$ cat config.mk
export PLATFORM = sky130hd
export DESIGN_NAME = csc_clock_sleep_ctrl
export DESIGN_NICKNAME = d
export VERILOG_FILES = /design/src/rtl/csc_pkg.sv /design/src/rtl/csc_clock_sleep_ctrl.sv
export SDC_FILE = /design/constraint.sdc
export NUM_CORES = 1
export LEC_CHECK = 0
export BUFFER_PORTS_ARGS = -buffer_cell sky130_fd_sc_hd__buf_2
export CAP_MARGIN = 30
export CORE_MARGIN = 2
export CORE_UTILIZATION = 48
export DETAILED_ROUTE_END_ITERATION = 10
export GPL_ROUTABILITY_DRIVEN = 0
export PLACE_DENSITY = 0.91
export SLEW_MARGIN = 20
export SYNTH_ARGS = -nofsm -noshare
export SYNTH_HDL_FRONTEND = slang
export SYNTH_SLANG_ARGS = --single-unit
export TNS_END_PERCENT = 50
$ cat constraint.sdc
create_clock -name clk -period 3.25 [get_ports clk]
set_clock_uncertainty 0.05 [all_clocks]
set_input_delay 0.65 -clock clk [delete_from_list [all_inputs] [get_ports clk]]
set_output_delay 0.65 -clock clk [all_outputs]
set_load 0.05 [all_outputs]
$ cat src/rtl/csc_pkg.sv
/*
  Package for the clock source and sleep controller: encodings, reset
  values and timing counts. Assumes a single 100 MHz system clock.
*/
package csc_pkg;

  // System clock source encodings
  typedef enum logic [2:0] {
    SRC_RC2M  = 3'h0,
    SRC_RC32M = 3'h1,
    SRC_RC32K = 3'h2,
    SRC_XOSC  = 3'h3,
    SRC_PLL   = 3'h4,
    SRC_WXTAL = 3'h5
  } csc_src_t;

  // Sleep mode encodings
  typedef enum logic [2:0] {
    SLP_IDLE  = 3'h0,
    SLP_PDOWN = 3'h2,
    SLP_PSAVE = 3'h3,
    SLP_STDBY = 3'h6,
    SLP_ESTBY = 3'h7
  } csc_slp_t;

  // Power state machine
  typedef enum logic [1:0] {
    PS_ACTIVE = 2'b00,
    PS_SLEEP  = 2'b01,
    PS_HALT   = 2'b10
  } csc_pst_t;

  // Real-time counter clock choice
  typedef enum logic [1:0] {
    RTC_LDRAIN = 2'h0,
    RTC_RC32K  = 2'h1,
    RTC_WXTAL  = 2'h2
  } csc_rtc_t;

  // Oscillator enable bundle
  typedef struct packed {
    logic rc2m;
    logic rc32m;
    logic rc32k;
    logic xosc;
    logic pll;
    logic wxtal;
  } csc_osc_t;

  // Wake-up request bundle
  typedef struct packed {
    logic anyIrq;
    logic twiAddr;
    logic portAsync;
    logic usbResume;
    logic rtcIrq;
  } csc_wake_t;

  // Gated clock enables
  typedef struct packed {
    logic cpu;
    logic nvm;
    logic per;
    logic rtc;
  } csc_gate_t;

  localparam csc_src_t  SRC_RST     = SRC_RC2M;
  localparam csc_osc_t  OSC_RST     = 6'h20;   // Only the 2 MHz source on
  localparam int        HALT_CYC    = 4;
  localparam logic [4:0] PLL_MIN    = 5'h01;
  localparam logic [4:0] PLL_MAX    = 5'h1F;
  localparam logic [1:0] XOSC_MODES = 2'h3;    // Highest of four range modes
  localparam logic [10:0] PRE_RST   = 11'h000;
  localparam logic [7:0] CAL32K_RST = 8'h80;
  localparam logic [7:0] CAL32M_RST = 8'h80;
  localparam logic [4:0] DIV32_LOG  = 5'h05;   // 32 kHz / 32 gives 1 kHz taps

endpackage

$ cat src/rtl/csc_clock_sleep_ctrl.sv
/*
  Clock source selection and sleep control for a small controller.
  Assumes the oscillators report stability as levels from outside the
  clock domain and that the CPU signals the sleep instruction as a pulse.
*/
// What this block does
// - Any reset disables all clock sources, the low drain 32k oscillator included, except the 2 MHz oscillator.
// - After reset the system clock always comes from the 2 MHz oscillator.
// - Calibrators and multiplier loop leave reset off until software enables them.
// - Software may change source selection and prescalers at any time.
// - Enabled monitor: crystal or loop failure raises NMI, falls back internally.
// - Low drain oscillator runs only while something uses it; gives 1 kHz.
// - Calibrated 32.768k oscillator gives full and 1.024k outputs, writable trim.
// - Watch crystal serves as system, real-time counter and calibrator reference.
// - Main crystal oscillator offers four selectable frequency range modes.
// - 32 MHz oscillator trims to 30-55 MHz, optionally by calibrator.
// - Multiplier loop factor is an integer from 1 to 31.
// - Sleep entered only from active by sleep instruction, configured mode.
// - Wake interrupt served after higher ones, then resume after sleep.
// - CPU stays halted four cycles after every wake-up.
// - State kept during sleep; reset in sleep restarts from reset vector.
// - Idle stops CPU and memory after programming; any interrupt wakes.
// - Power-down stops all clocks, memory once programming completes; only three asynchronous sources wake.
// - Power-save adds real-time counter running and its wake interrupt.
// - Standby keeps sources oscillating; CPU, peripheral, counter clocks gated.
// - Extended standby is power-save with sources kept oscillating.
// - Power reduction bit stops a peripheral clock in active and idle.
`timescale 1ns/100ps
`default_nettype none

module csc_clock_sleep_ctrl #(
  parameter int NPER = 8
) (
  // Clock and reset
  input  wire logic                 clk,
  input  wire logic                 rst_n,
  // Source control
  input  wire csc_pkg::csc_src_t    srcSel,
  input  wire csc_pkg::csc_osc_t    oscEnReq,
  input  wire logic [10:0]          prescale,
  input  wire logic [4:0]           pllFactor,
  input  wire logic [1:0]           xoscMode,
  input  wire logic [7:0]           cal32k,
  input  wire logic [7:0]           cal32m,
  input  wire logic                 calib2mEn,
  input  wire logic                 calib32mEn,
  input  wire logic                 calibRefWatch,
  input  wire csc_pkg::csc_rtc_t    rtcSrc,
  input  wire logic                 rtcEn,
  input  wire logic                 wdtEn,
  input  wire logic                 failMonEn,
  // Oscillator status from analog side
  input  wire csc_pkg::csc_osc_t    oscStable,
  input  wire logic                 xoscFail,
  input  wire logic                 pllFail,
  // Sleep control
  input  wire logic                 sleepInstr,
  input  wire logic                 sleepEn,
  input  wire csc_pkg::csc_slp_t    sleepMode,
  input  wire logic                 nvmBusy,
  input  wire csc_pkg::csc_wake_t   wakeReq,
  input  wire logic [NPER-1:0]      powerReduce,
  // Clock outputs and status
  output logic                      lowDrainOn,
  output csc_pkg::csc_osc_t         oscEn,
  output csc_pkg::csc_src_t         sysSrc,
  output logic [10:0]               prescaleOut,
  output logic [4:0]                pllFactorOut,
  output logic [1:0]                xoscModeOut,
  output logic [7:0]                cal32kOut,
  output logic [7:0]                cal32mOut,
  output logic                      calib2mOn,
  output logic                      calib32mOn,
  output logic                      calibRefWatchOut,
  output csc_pkg::csc_rtc_t         rtcSrcOut,
  output logic                      nmiReq,
  output csc_pkg::csc_gate_t        gate,
  output logic [NPER-1:0]           perClkEn,
  output logic                      cpuHalt,
  output logic                      asleep
);
  import csc_pkg::*;

  // Registered outputs
  logic               lowDrainOn_ff;
  csc_osc_t           oscEn_ff;
  csc_src_t           sysSrc_ff;
  logic [10:0]        pre_ff;
  logic [4:0]         pll_ff;
  logic [1:0]         xmode_ff;
  logic [7:0]         c32k_ff;
  logic [7:0]         c32m_ff;
  logic               cal2_ff;
  logic               cal32_ff;
  logic               calRef_ff;
  csc_rtc_t           rtcSrc_ff;
  logic               nmi_ff;
  csc_gate_t          gate_ff;
  logic [NPER-1:0]    perEn_ff;
  logic               halt_ff;
  csc_pst_t           pst_ff;
  logic [2:0]         haltCnt_ff;
  logic               failLatch_ff;
  csc_slp_t           mode_ff;
  logic               asleep_ff;   // Own flop so the sleep flag has no decode glitch

  // Synchronised asynchronous status inputs
  csc_osc_t           stbMeta_ff;
  csc_osc_t           stb_ff;
  logic [1:0]         failMeta_ff;
  logic [1:0]         failSync_ff;
  logic [4:0]         wakeMeta_ff;
  logic [4:0]         wakeSync_ff;

  // Two-flop synchronisers for analog status and asynchronous wake sources
  always_ff @(posedge clk)
  begin
    stbMeta_ff  <= oscStable;
    stb_ff      <= stbMeta_ff;
    failMeta_ff <= {xoscFail, pllFail};
    failSync_ff <= failMeta_ff;
    wakeMeta_ff <= wakeReq;
    wakeSync_ff <= wakeMeta_ff;
  end

  // Stable flag of a given source, used by the switch; the fallback does not check it
  function automatic logic srcStable(csc_src_t s, csc_osc_t st);
    case (s)
      SRC_RC2M:  srcStable = st.rc2m;
      SRC_RC32M: srcStable = st.rc32m;
      SRC_RC32K: srcStable = st.rc32k;
      SRC_XOSC:  srcStable = st.xosc;
      SRC_PLL:   srcStable = st.pll;
      SRC_WXTAL: srcStable = st.wxtal;
      default:   srcStable = 1'b0;
    endcase
  endfunction

  logic failNow;
  logic inStandby;
  assign failNow   = failMonEn && ((failSync_ff[1] && sysSrc_ff == SRC_XOSC) ||
                                   (failSync_ff[0] && sysSrc_ff == SRC_PLL));
  assign inStandby = (pst_ff != PS_ACTIVE) &&
                     (mode_ff == SLP_STDBY || mode_ff == SLP_ESTBY);

  // Oscillator enables; deep sleep drops them unless a standby mode holds them
  always_ff @(posedge clk)
  begin
    if (!rst_n)
      oscEn_ff <= OSC_RST;
    else if (pst_ff == PS_SLEEP && mode_ff != SLP_IDLE && !inStandby)
      oscEn_ff <= '0;
    else
    begin
      oscEn_ff      <= oscEnReq;
      oscEn_ff.rc2m <= oscEnReq.rc2m | (sysSrc_ff == SRC_RC2M) | failLatch_ff;
    end
  end

  // Glitch-free selection: a switch waits for the new source to be stable
  always_ff @(posedge clk)
  begin
    if (!rst_n)
      sysSrc_ff <= SRC_RST;
    else if (failNow)
      sysSrc_ff <= SRC_RC2M;
    else if (srcSel != sysSrc_ff && srcStable(srcSel, stb_ff) && !failLatch_ff)
      sysSrc_ff <= srcSel;
  end

  // Failure latch holds the fallback until the monitor is disarmed
  always_ff @(posedge clk)
  begin
    if (!rst_n)
    begin
      failLatch_ff <= 1'b0;
      nmi_ff       <= 1'b0;
    end
    else
    begin
      failLatch_ff <= failNow | (failLatch_ff & failMonEn);
      nmi_ff       <= failNow;
    end
  end

  // Run-time settings; the loop factor is clamped to its legal range
  always_ff @(posedge clk)
  begin
    if (!rst_n)
    begin
      pre_ff    <= PRE_RST;
      pll_ff    <= PLL_MIN;
      xmode_ff  <= 2'h0;
      c32k_ff   <= CAL32K_RST;
      c32m_ff   <= CAL32M_RST;
      cal2_ff   <= 1'b0;
      cal32_ff  <= 1'b0;
      calRef_ff <= 1'b0;
      rtcSrc_ff <= RTC_LDRAIN;
    end
    else
    begin
      pre_ff    <= prescale;
      pll_ff    <= (pllFactor < PLL_MIN) ? PLL_MIN :
                   (pllFactor > PLL_MAX) ? PLL_MAX : pllFactor;
      xmode_ff  <= (xoscMode > XOSC_MODES) ? XOSC_MODES : xoscMode;
      c32k_ff   <= cal32k;
      c32m_ff   <= cal32m;
      cal2_ff   <= calib2mEn;
      cal32_ff  <= calib32mEn;
      calRef_ff <= calibRefWatch;
      rtcSrc_ff <= rtcSrc;
    end
  end

  // Low drain oscillator runs only while the counter or watchdog uses it
  always_ff @(posedge clk)
  begin
    if (!rst_n)
      lowDrainOn_ff <= 1'b0;
    else
      lowDrainOn_ff <= wdtEn | (rtcEn & rtcSrc_ff == RTC_LDRAIN);
  end

  // Wake decision per mode; reset in any state returns to active
  logic wakeHit;
  always_comb
  begin
    case (mode_ff)
      SLP_IDLE:  wakeHit = wakeSync_ff[4] | (|wakeSync_ff[3:1]);
      SLP_PSAVE,
      SLP_ESTBY: wakeHit = (|wakeSync_ff[3:1]) | (rtcEn & wakeSync_ff[0]);
      default:   wakeHit = |wakeSync_ff[3:1];
    endcase
  end

  // Power state machine; registers are never cleared by sleep
  always_ff @(posedge clk)
  begin
    if (!rst_n)
    begin
      pst_ff     <= PS_ACTIVE;
      mode_ff    <= SLP_IDLE;
      haltCnt_ff <= 3'h0;
      halt_ff    <= 1'b0;
      asleep_ff  <= 1'b0;
    end
    else
      case (pst_ff)
        PS_ACTIVE:
        begin
          halt_ff <= 1'b0;
          if (sleepInstr && sleepEn)
          begin
            pst_ff  <= PS_SLEEP;
            mode_ff <= sleepMode;
            halt_ff <= 1'b1;
            asleep_ff <= 1'b1;
          end
        end
        PS_SLEEP:
          if (wakeHit)
          begin
            pst_ff     <= PS_HALT;
            asleep_ff  <= 1'b0;
            haltCnt_ff <= 3'(HALT_CYC - 1);
          end
        PS_HALT:
          if (haltCnt_ff == 3'h0)
          begin
            pst_ff  <= PS_ACTIVE;
            halt_ff <= 1'b0;
          end
          else
            haltCnt_ff <= haltCnt_ff - 3'h1;
        default:
          pst_ff <= PS_ACTIVE;
      endcase
  end

  // Clock gates; idle keeps the memory clock until programming completes
  always_ff @(posedge clk)
  begin
    if (!rst_n)
    begin
      gate_ff  <= 4'hF;
      perEn_ff <= '1;
    end
    else if (pst_ff == PS_ACTIVE && !(sleepInstr && sleepEn))
    begin
      gate_ff  <= 4'hF;
      perEn_ff <= ~powerReduce;
    end
    else if (pst_ff == PS_HALT)
    begin
      gate_ff  <= 4'hF;
      perEn_ff <= ~powerReduce;
    end
    else if ((pst_ff == PS_ACTIVE ? sleepMode : mode_ff) == SLP_IDLE)
    begin
      gate_ff     <= '{cpu: 1'b0, nvm: nvmBusy, per: 1'b1, rtc: 1'b1};
      perEn_ff    <= ~powerReduce;
    end
    else
    begin
      gate_ff.cpu <= 1'b0;
      gate_ff.nvm <= nvmBusy & gate_ff.nvm;
      gate_ff.per <= 1'b0;
      gate_ff.rtc <= rtcEn & ((pst_ff == PS_ACTIVE ? sleepMode : mode_ff) == SLP_PSAVE ||
                     (pst_ff == PS_ACTIVE ? sleepMode : mode_ff) == SLP_ESTBY);
      perEn_ff    <= '0;
    end
  end

  assign lowDrainOn       = lowDrainOn_ff;
  assign oscEn            = oscEn_ff;
  assign sysSrc           = sysSrc_ff;
  assign prescaleOut      = pre_ff;
  assign pllFactorOut     = pll_ff;
  assign xoscModeOut      = xmode_ff;
  assign cal32kOut        = c32k_ff;
  assign cal32mOut        = c32m_ff;
  assign calib2mOn        = cal2_ff;
  assign calib32mOn       = cal32_ff;
  assign calibRefWatchOut = calRef_ff;
  assign rtcSrcOut        = rtcSrc_ff;
  assign nmiReq           = nmi_ff;
  assign gate             = gate_ff;
  assign perClkEn         = perEn_ff;
  assign cpuHalt          = halt_ff;
  assign asleep           = asleep_ff;

endmodule // csc_clock_sleep_ctrl

`default_nettype wire

==> impl_summary.log, run 1 <==
[metrics] Unique masters post-synth: 42
[metrics] commonest non-fill, non-tap cell in the layout: buf_2
[metrics] first-pass iteration count of the detailed router: 4
[metrics] area used by multi-input combinational logic: 917 sq um
[metrics] Final #Nets: between 400 and 500
[metrics] Die Width: a little over 80 um
[metrics] share of the cycle needed by the critical path after routing: around 56%
[metrics] async set or reset register ratio after synthesis: 0%
[metrics] Buffers on Ports: between 100 and 150
[metrics] clock transition at the register clock pins on the worst setup and hold paths after CTS: roughly 0.09 ns
[metrics] crit end category: flop
[metrics] core region area: between 0.005 and 0.006 sq mm
[metrics] post-synthesis register bit count: 99
[metrics] max-cap violations: 0
[metrics] violation count after the first detailed-route iteration: 54
[metrics] Net Count, Synth: about 320
[metrics] Setup Slack @ Placement: around 1.2 ns
[metrics] mean post-synth cell area: around 12 sq um
[metrics] area of the mapped netlist: 0.00295 sq mm
[metrics] status: finished, final reports clean
[metrics] worst ir drop on vdd: about 0.00032 V
[metrics] die height: slightly above 80 um
[metrics] setup tns final: 0 ns
[metrics] CTS tree: yes
[metrics] H-tree depth reported by CTS: 3
[metrics] start-to-end type of the worst setup path: reg -> reg
[metrics] pin count of the biggest net entering global routing: between 60 and 70
[metrics] number of clock buffers inserted by TritonCTS: 9
[metrics] Die Footprint: between 0.006 and 0.007 sq mm
[metrics] Placement Rows: 28
[metrics] routed length per instance: 12.2 um
[metrics] predominant post-synthesis flop cell: dfxtp_1
[metrics] headroom to the max-slew limit: between 50% and 60%
[metrics] Ant. Diodes: 0
[metrics] clock network latency to the later pin of the worst-skew pair: 0.35 ns
[metrics] layout filler cell count: about 440
[metrics] root buffer cell: clkbuf_8
[metrics] Initial Utilization: approximately half
[metrics] DR DRC count: 0
[metrics] total via count in the routed design: around 2200
[metrics] min-delay worst type: reg -> reg
[metrics] PD cells: ~620 mW/mm^2
[metrics] global route overflow: 0
[metrics] wirelength, routed: about 5700 um
[metrics] antenna violations before repair: 0
[metrics] final hold violation count: 0
[metrics] vias in the first global route: roughly 2000
[metrics] most frequent cells in the layout: buf_2 (143), dfxtp_1 (99), and2_1 (42)
[metrics] setup-violating endpoint count in the final report: 0
[metrics] share of layout cells above drive strength 1: between 40% and 50%
[metrics] Sequential cell area: 0.00198 sq mm
[metrics] area growth from synthesis to layout: 33.2%
[metrics] # Post-CTS Setup Buffers: 0
[metrics] min setup slack post-route: 1.43 ns
[metrics] critical path arrival: between 2 and 2.5 ns
[metrics] sequential cell area fraction in the yosys report: a little under 70%
[metrics] largest fanout on the critical path: 9
[metrics] fin util: around 66%
[metrics] overall fraction of global-route tracks in use: 17.2%
[metrics] data required time of the worst path: between 3 and 4 ns
[metrics] Avg Vias per Cell: between 4 and 5
[metrics] number of flops mapped to enable cells by yosys: 0
[metrics] half-perimeter wire length after detailed placement: 4250 um
[metrics] # clock sinks: between 90 and 100
[metrics] Gates resized, CTS repair: 0
[metrics] Pins Over Slew Limit: 0
[metrics] Static Leak: 0.00187 uW
[metrics] transition at the pin with the smallest max-transition slack: 0.648 ns
[metrics] Syn Inst Count: around 240
[metrics] total number of yosys warnings: 0
[metrics] number of ports placed on the die boundary: 144
[metrics] highest clock frequency the design can meet: ~550 MHz
[metrics] remaining antenna violation count after routing: 0
[metrics] worst hold slack: between 0.2 and 0.3 ns
[metrics] shortest period the worst path allows: between 1.5 and 2 ns
[metrics] Worst Setup Start Kind: flop
[metrics] unrepaired setup endpoints after global routing: false
[metrics] global-route wire length before repair: 8580 um
[metrics] number of hold-repair buffers added at the cts stage: 0
[metrics] number of buffers between clock root and the deepest sink: 2
==> sequential cells by signal (all words and copies together), names as in the netlist, 4 cells and up <==
signal and flops:
oscEn 6, wakeSync_ff 5, perClkEn 8, wakeMeta_ff 5, stbMeta_ff 6, stb_ff 6
prescaleOut 11, cal32mOut 8, cal32kOut 8, pllFactorOut 5, gate 4
==> per-layer routing <==
| layer | track usage (%) | vias up | routed length (um) | part of all wire, % |
|---|---|---|---|---|
| met5 | 0 | - | 0 | 0 |
| met1 | 17.4 | 943 | 2220 | 39 |
| met4 | 10.5 | 0 | 151 | 2.6 |
| li1 | - | 1099 | - | - |
| met3 | 5.54 | 13 | 551 | 9.7 |
| met2 | 30.4 | 109 | 2780 | 49 |
==> worst paths after layout <==
check                       from  cells after the start        endpoint  slack [ns]
setup / recovery       pst_ff[0]                      5         gate[2]        1.43
hold / removal    wakeMeta_ff[3]                      0  wakeSync_ff[3]        0.28
setup reg to reg       pst_ff[0]                      5         gate[2]        1.43
hold reg to reg   wakeMeta_ff[3]                      0  wakeSync_ff[3]        0.28
==> synthesized netlist by cell type (3+ instances only) <==
| cell type | n | share of area, % |
|---|---|---|
| nand3_1 | 7 | 1.2 |
| clkbuf_1 | 7 | 0.89 |
| o21ai_0 | 4 | 0.68 |
| mux2i_1 | 6 | 2.0 |
| dfxtp_1 | 99 | 67 |
| nor3_1 | 6 | 1.0 |
| xor2_1 | 3 | 0.89 |
| nand2_1 | 5 | 0.64 |
| nand2b_1 | 4 | 0.85 |
| a21oi_1 | 10 | 1.7 |
| and2_1 | 42 | 8.9 |
| nor2_1 | 6 | 0.76 |
| inv_1 | 3 | 0.38 |
| nor2b_1 | 9 | 1.9 |
==> logic make-up after synthesis <==
family                   after synthesis  synth area share [%]
buffers and inverters                 12                  1.57
flip-flops                            99                  67.3
AO/OA/AOI/OAI                         27                  7.14
multiplexers                           8                  3.44
AND/OR/NAND/NOR                       91                  18.8
XOR/XNOR                               3                 0.892
adder cells (fa/ha/maj)                2                 0.849
==> report_power, final <==
part,total (uW),leakage (uW),switching [uW],internal (uW)
Sequential,1310,0.000825,24.4,1280
Clock,750,0.0000954,377,373
Combinational,366,0.000948,252,114
==> cell type report <==
| cell class | count | share of cell area [%] |
|---|---|---|
| repair buffers | 144 | 18.4 |
| flip-flops and latches | 99 | 50.5 |
| multi-input cells | 131 | 23.4 |
| well taps | 75 | 2.39 |
| clock buffers | 11 | 3.60 |
| clock inverters | 4 | 1.31 |
| inverters | 4 | 0.383 |
==> stage by stage <==
step                std cells  area [sq um]  power, uW
CTS                       468          3920       2450
global route              468          3920       2530
detailed placement        453          3730       1700
finish                    468          3920       2420
floorplan                 242          2950       1590
global placement          453          3730       1690
==> critical path, stage by stage, from the launching register on <==
cell      delay (ns)
dfxtp_1         0.38
nor2_1          0.32
nor2b_1         0.11
a211oi_2        0.56
inv_2           0.10
o22a_1          0.19
Power figures use the tool's default switching activity.
==> inputs of run 2 (changes only) <==
Settings changed: CORE_UTILIZATION 48 to 40, PLACE_DENSITY 0.91 to 0.82.
Clock period 3.25 ns to 1.6 ns, I/O delays scaled along.
==> impl_summary.log, run 2 (synthesized netlist as in run 1, its figures left out) <==
[metrics] highest clock frequency the design can meet: around 660 MHz
[metrics] clock network latency to the later pin of the worst-skew pair: between 0.3 and 0.4 ns
[metrics] Pins Over Slew Limit: 0
[metrics] min setup slack post-route: approximately 0.073 ns
[metrics] Placement Rows: 31
[metrics] DR DRC count: 0
[metrics] worst hold slack: between 0.07 and 0.08 ns
[metrics] global-route wire length before repair: 10300 um
[metrics] Static Leak: around 0.002 uW
[metrics] Initial Utilization: between 40 and 50%
[metrics] Reg2Reg Setup Slack: between 0.07 and 0.08 ns
[metrics] Die Footprint: roughly 0.0081 sq mm
[metrics] Avg Vias per Cell: about 4.4
[metrics] share of layout cells above drive strength 1: between 40 and 50%
[metrics] remaining antenna violation count after routing: 0
[metrics] number of flip-flops in the largest register: 11
[metrics] overall fraction of global-route tracks in use: between 10% and 20%
[metrics] CTS tree: yes
[metrics] share of the cycle needed by the critical path after routing: a little over nine tenths
[metrics] wirelength, routed: a little over 6000 um
[metrics] number of clock buffers inserted by TritonCTS: 9
[metrics] Placed Area: ~0.0038 sq mm
[metrics] area growth from synthesis to layout: 42.9%
[metrics] number of ports placed on the die boundary: between 100 and 150
[metrics] Final #Nets: a little under 500
[metrics] Setup Slack @ Placement: -0.105 ns
[metrics] global route overflow: 0
[metrics] layout filler cell count: slightly above 600
[metrics] number of buffers between clock root and the deepest sink: 2
[metrics] setup tns final: 0 ns
[metrics] post-layout total power: around 5100 uW
[metrics] unrepaired setup endpoints after global routing: true
[metrics] data required time of the worst path: ~1.8 ns
[metrics] Worst Setup Start Kind: flop
[metrics] largest fanout on the critical path: 3
[metrics] Buffers on Ports: roughly 140
[metrics] root buffer cell: clkbuf_8
[metrics] total via count in the routed design: around 2200
[metrics] headroom to the max-slew limit: roughly 70%
[metrics] shortest period the worst path allows: between 1.5 and 2 ns
[metrics] commonest non-fill, non-tap cell in the layout: buf_2
[metrics] Sequential cell area: 0.00199 sq mm
[metrics] clock transition at the register clock pins on the worst setup and hold paths after CTS: ~0.090 ns
[metrics] violation count after the first detailed-route iteration: 63
[metrics] vias in the first global route: between 2000 and 2500
[metrics] start-to-end type of the worst setup path: reg -> reg
[metrics] Die Width: ~90 um
[metrics] worst ir drop on vdd: around 0.00054 V
[metrics] core region area: about 0.007 sq mm
[metrics] pin count of the biggest net entering global routing: 45
[metrics] total non-filler cell area in the finished layout: about 0.0042 sq mm
[metrics] transition at the pin with the smallest max-transition slack: between 0.4 and 0.5 ns
[metrics] PD cells: ~1200 mW/mm^2
[metrics] area used by multi-input combinational logic: slightly below 0.001 sq mm
[metrics] most frequent cells in the layout: buf_2 (143), dfxtp_1 (96), and2_1 (42)
[metrics] min-delay worst type: in -> reg
[metrics] critical path arrival: around 1.8 ns
[metrics] die height: approximately 90 um
[metrics] Ant. Diodes: 0
[metrics] setup-violating endpoint count in the final report: 0
[metrics] first-pass iteration count of the detailed router: 4
[metrics] half-perimeter wire length after detailed placement: 4420 um
[metrics] # clock sinks: 99
[metrics] antenna violations before repair: 0
[metrics] final hold violation count: 0
[metrics] crit end category: flop
[metrics] routed length per instance: 11.9 um
[metrics] status: finished, final reports clean
[metrics] max-cap violations: 0
[metrics] H-tree depth reported by CTS: 3
==> run 2: cell types whose count changed in the layout (fill, tap and decap cells not counted), sizes merged <==
cell,previous run,this run
dlygate4sd3,0,13
clkinvlp,1,0
inv,4,6
buf,144,151
==> run 2: per-layer routing <==
metal  wire length, um  track usage, %
met1              2650            18.4
met2              2810            25.2
met3               563            6.20
met4               109            8.33
met5                 0               0
==> run 2: area by class of cell <==
type	instances	area share, %
Clock buffer	11	3.63
Clock inverter	5	1.37
Inverter	4	0.357
Multi-Input combinational cell	131	22.9
Sequential cell	99	47.3
Tap cell	99	2.94
Timing Repair Buffer	164	21.5
==> run 2: path summary, 6_finish.rpt <==
path,start,end,cells after the start
worst max-delay path,sysSrc[2],sysSrc[0],4
worst max register to register,sysSrc[2],sysSrc[0],4
worst min-delay path,powerReduce[6],perClkEn[6],2
worst min register to register,wakeMeta_ff[1],wakeSync_ff[1],0
==> run 2: where the power goes <==
group / total (uW) / switching [uW] / internal, uW
Clock: 1650 / 821 / 825
Combinational: 795 / 525 / 271
Sequential: 2660 / 52.9 / 2600
Total: 5100 / 1400 / 3700
==> run 2: through the flow <==
step	utilization, %	instances
after floorplan	-	242
after global placement	53.2	483
after detailed placement	53.2	483
after CTS	57.6	510
after global routing	58.6	513
final	58.6	513
==> run 2: what timing repair did <==
action	CTS	global route
gates cloned	0	0
endpoints found under the setup margin	3	6
setup buffers	0	1
pin swaps	1	2
hold buffers	11	2
resized for setup	0	5
hold endpoints to repair	11	2
==> run 2: critical path, cell delays in order, from the launching register on <==
cell       delay [ns]
dfxtp_4          0.38
xor2_4           0.18
o311ai_2         0.14
a2111oi_4        0.48
mux2i_1          0.22
==> inputs of run 3 (changes only) <==
Settings changed: CORE_UTILIZATION 40 to 35, PLACE_DENSITY 0.82 to 0.74.
==> impl_summary.log, run 3 (synthesized netlist as in run 1, its figures left out) <==
[metrics] status: finished, final reports clean
[metrics] total non-filler cell area in the finished layout: between 0.004 and 0.005 sq mm
[metrics] crit end category: flop
[metrics] min setup slack post-route: about 0.032 ns
[metrics] setup-violating endpoint count in the final report: 0
[metrics] Setup Slack @ Placement: -0.138 ns
[metrics] data required time of the worst path: 1.84 ns
[metrics] worst ir drop on vdd: about 0.0005 V
[metrics] Buffers on Ports: ~140
[metrics] area used by multi-input combinational logic: 937 sq um
[metrics] shortest period the worst path allows: 1.57 ns
[metrics] number of flip-flops in the largest register: 11
[metrics] Cell Int Power: 3470 uW
[metrics] number of buffers between clock root and the deepest sink: 2
[metrics] H-tree depth reported by CTS: 3
[metrics] largest delay contributor family on the critical path: compound AO/OA/AOI/OAI gates
[metrics] register share of total power: 53.7%
[metrics] Initial Utilization: a little over a third
[metrics] Reg2Reg Setup Slack: approximately 0.032 ns
[metrics] max-cap violations: 0
[metrics] critical path arrival: 1.80 ns
[metrics] violation count after the first detailed-route iteration: 21
[metrics] highest clock frequency the design can meet: around 640 MHz
[metrics] antenna violations before repair: 0
[metrics] largest fanout on the critical path: 6
[metrics] hold path startpoint: wakeReq[0]
[metrics] master of the slowest instance on the critical path: a2111oi_4
[metrics] global-route wire length before repair: between 9000 and 10000 um
[metrics] routed length per instance: ~12 um
[metrics] wirelength, routed: around 6300 um
[metrics] worst hold slack: between 0.03 and 0.04 ns
[metrics] post-route non-filler standard cell count: 519
[metrics] final hold violation count: 0
[metrics] share of layout cells above drive strength 1: approximately 45%
[metrics] DR DRC count: 0
[metrics] share of the cycle needed by the critical path after routing: between 90% and 100%
[metrics] transition at the pin with the smallest max-transition slack: between 0.4 and 0.5 ns
[metrics] global route overflow: 0
[metrics] Pins Over Slew Limit: 0
[metrics] net switching power figure: between 1000 and 1500 uW
[metrics] highest cell delay on the worst timing path: between 0.4 and 0.5 ns
[metrics] Worst Setup Start Kind: flop
[metrics] PD cells: ~1200 mW/mm^2
[metrics] Cell Count Post-Placement: approximately 500
[metrics] clock transition at the register clock pins on the worst setup and hold paths after CTS: 0.11 ns
[metrics] number of buffer and inverter instances along the worst setup path: 0
[metrics] core region area: 0.00818 sq mm
[metrics] Die Width: 95.7 um
[metrics] Die Footprint: 0.00917 sq mm
[metrics] headroom to the max-slew limit: ~69%
[metrics] remaining antenna violation count after routing: 0
[metrics] Static Leak: 0.00197 uW
[metrics] most frequent cells in the layout: buf_2 (143), dfxtp_1 (96), and2_1 (42)
[metrics] first-pass iteration count of the detailed router: 4
[metrics] layout filler cell count: around 770
[metrics] origin of the critical flop-to-flop path: sysSrc[0]
[metrics] Sequential cell area: approximately 0.0020 sq mm
[metrics] pin count of the biggest net entering global routing: 67
[metrics] total via count in the routed design: ~2300
[metrics] # clock sinks: 99
[metrics] min-delay worst type: in -> reg
[metrics] start-to-end type of the worst setup path: reg -> reg
[metrics] Placement Rows: 33
[metrics] unrepaired setup endpoints after global routing: true
[metrics] die height: 95.7 um
[metrics] clock network latency to the later pin of the worst-skew pair: 0.36 ns
[metrics] first element of the critical path: sysSrc[0]
[metrics] Switching Fraction: 29.7%
[metrics] vias in the first global route: about 2300
[metrics] commonest non-fill, non-tap cell in the layout: buf_2
[metrics] half-perimeter wire length after detailed placement: 4630 um
[metrics] overall fraction of global-route tracks in use: approximately 14%
[metrics] number of ports placed on the die boundary: ~140
[metrics] Avg Vias per Cell: roughly 4.4
[metrics] fin util: about 51%
[metrics] power share of the clock group: between 30 and 40%
[metrics] Ant. Diodes: 0
[metrics] Final #Nets: 491
[metrics] CTS tree: yes
[metrics] cell-by-cell trace of the critical path: xor2_2, o311ai_2, a2111oi_4, mux2i_1
[metrics] Placed Area: a little under 0.004 sq mm
[metrics] number of clock buffers inserted by TritonCTS: 9
[metrics] area growth from synthesis to layout: 41.5%
[metrics] root buffer cell: clkbuf_8
[metrics] Combinational Power Share: around 16%
## run 3: cell types whose count changed in the layout (fill, tap and decap cells not counted), moves of 2 or more
cell / before / now
inv_6: 2 / 4
xor2_2: 0 / 2
dlygate4sd3_1: 13 / 11
xor2_4: 2 / 0
## run 3: power by group through the flow
stage | Sequential [uW] | Combinational (uW) | Clock (uW)
floorplan | 3060 | 174 | 0
global placement | 2710 | 761 | 0
detailed placement | 2710 | 775 | 0
CTS | 2660 | 796 | 1560
global route | 2670 | 854 | 1650
finish | 2650 | 796 | 1490
## run 3: worst paths after layout
path	to	cells after the start
min	wakeMeta_ff[0]	1
max reg2reg	sysSrc[2]	4
max	sysSrc[2]	4
min reg2reg	wakeSync_ff[2]	0
## run 3: layout make-up
class	instances	share of cell area (%)
multi-input cells	131	22.5
well taps	105	3.15
repair buffers	164	21.9
flip-flops and latches	99	47.8
clock inverters	7	1.35
inverters	4	0.360
clock buffers	9	2.97
## run 3: what timing repair did
action                                  in CTS  in global routing
endpoints found under the hold margin       11                  0
gates resized for setup                      0                  3
buffers inserted                             0                  1
endpoints found under the setup margin       3                  6
hold buffers                                11                  0
pin swaps                                    1                  2
gates cloned                                 0                  0
## run 3: worst register-to-register path, delay by kind of cell (launching register included)
| kind | cells | cell delay [ns] |
|---|---|---|
| xor+xnor | 1 | 0.20 |
| flops | 1 | 0.38 |
| mux | 1 | 0.25 |
| compound gates | 2 | 0.61 |
## run 3: per-stage QoR
| step | total power, uW | TNS, ns |
|---|---|---|
| 2_1_floorplan | 3230 | 0 |
| 3_3_place_gp | 3470 | -0.125 |
| 3_5_place_dp | 3490 | -0.340 |
| 4_1_cts | 5010 | 0 |
| 5_1_grt | 5170 | -0.0286 |
| 6_report | 4940 | 0 |
## run 3: per-layer routing
layer  global-route usage (%)  vias up  part of all wire (%)  wire, um
li1                         -     1141                     -         -
met5                        0        -                     0         0
met1                     15.3     1024                    40      2530
met2                     23.5      109                    46      2880
met3                     5.48       10                    12       742
met4                     7.86        0                   2.0       123
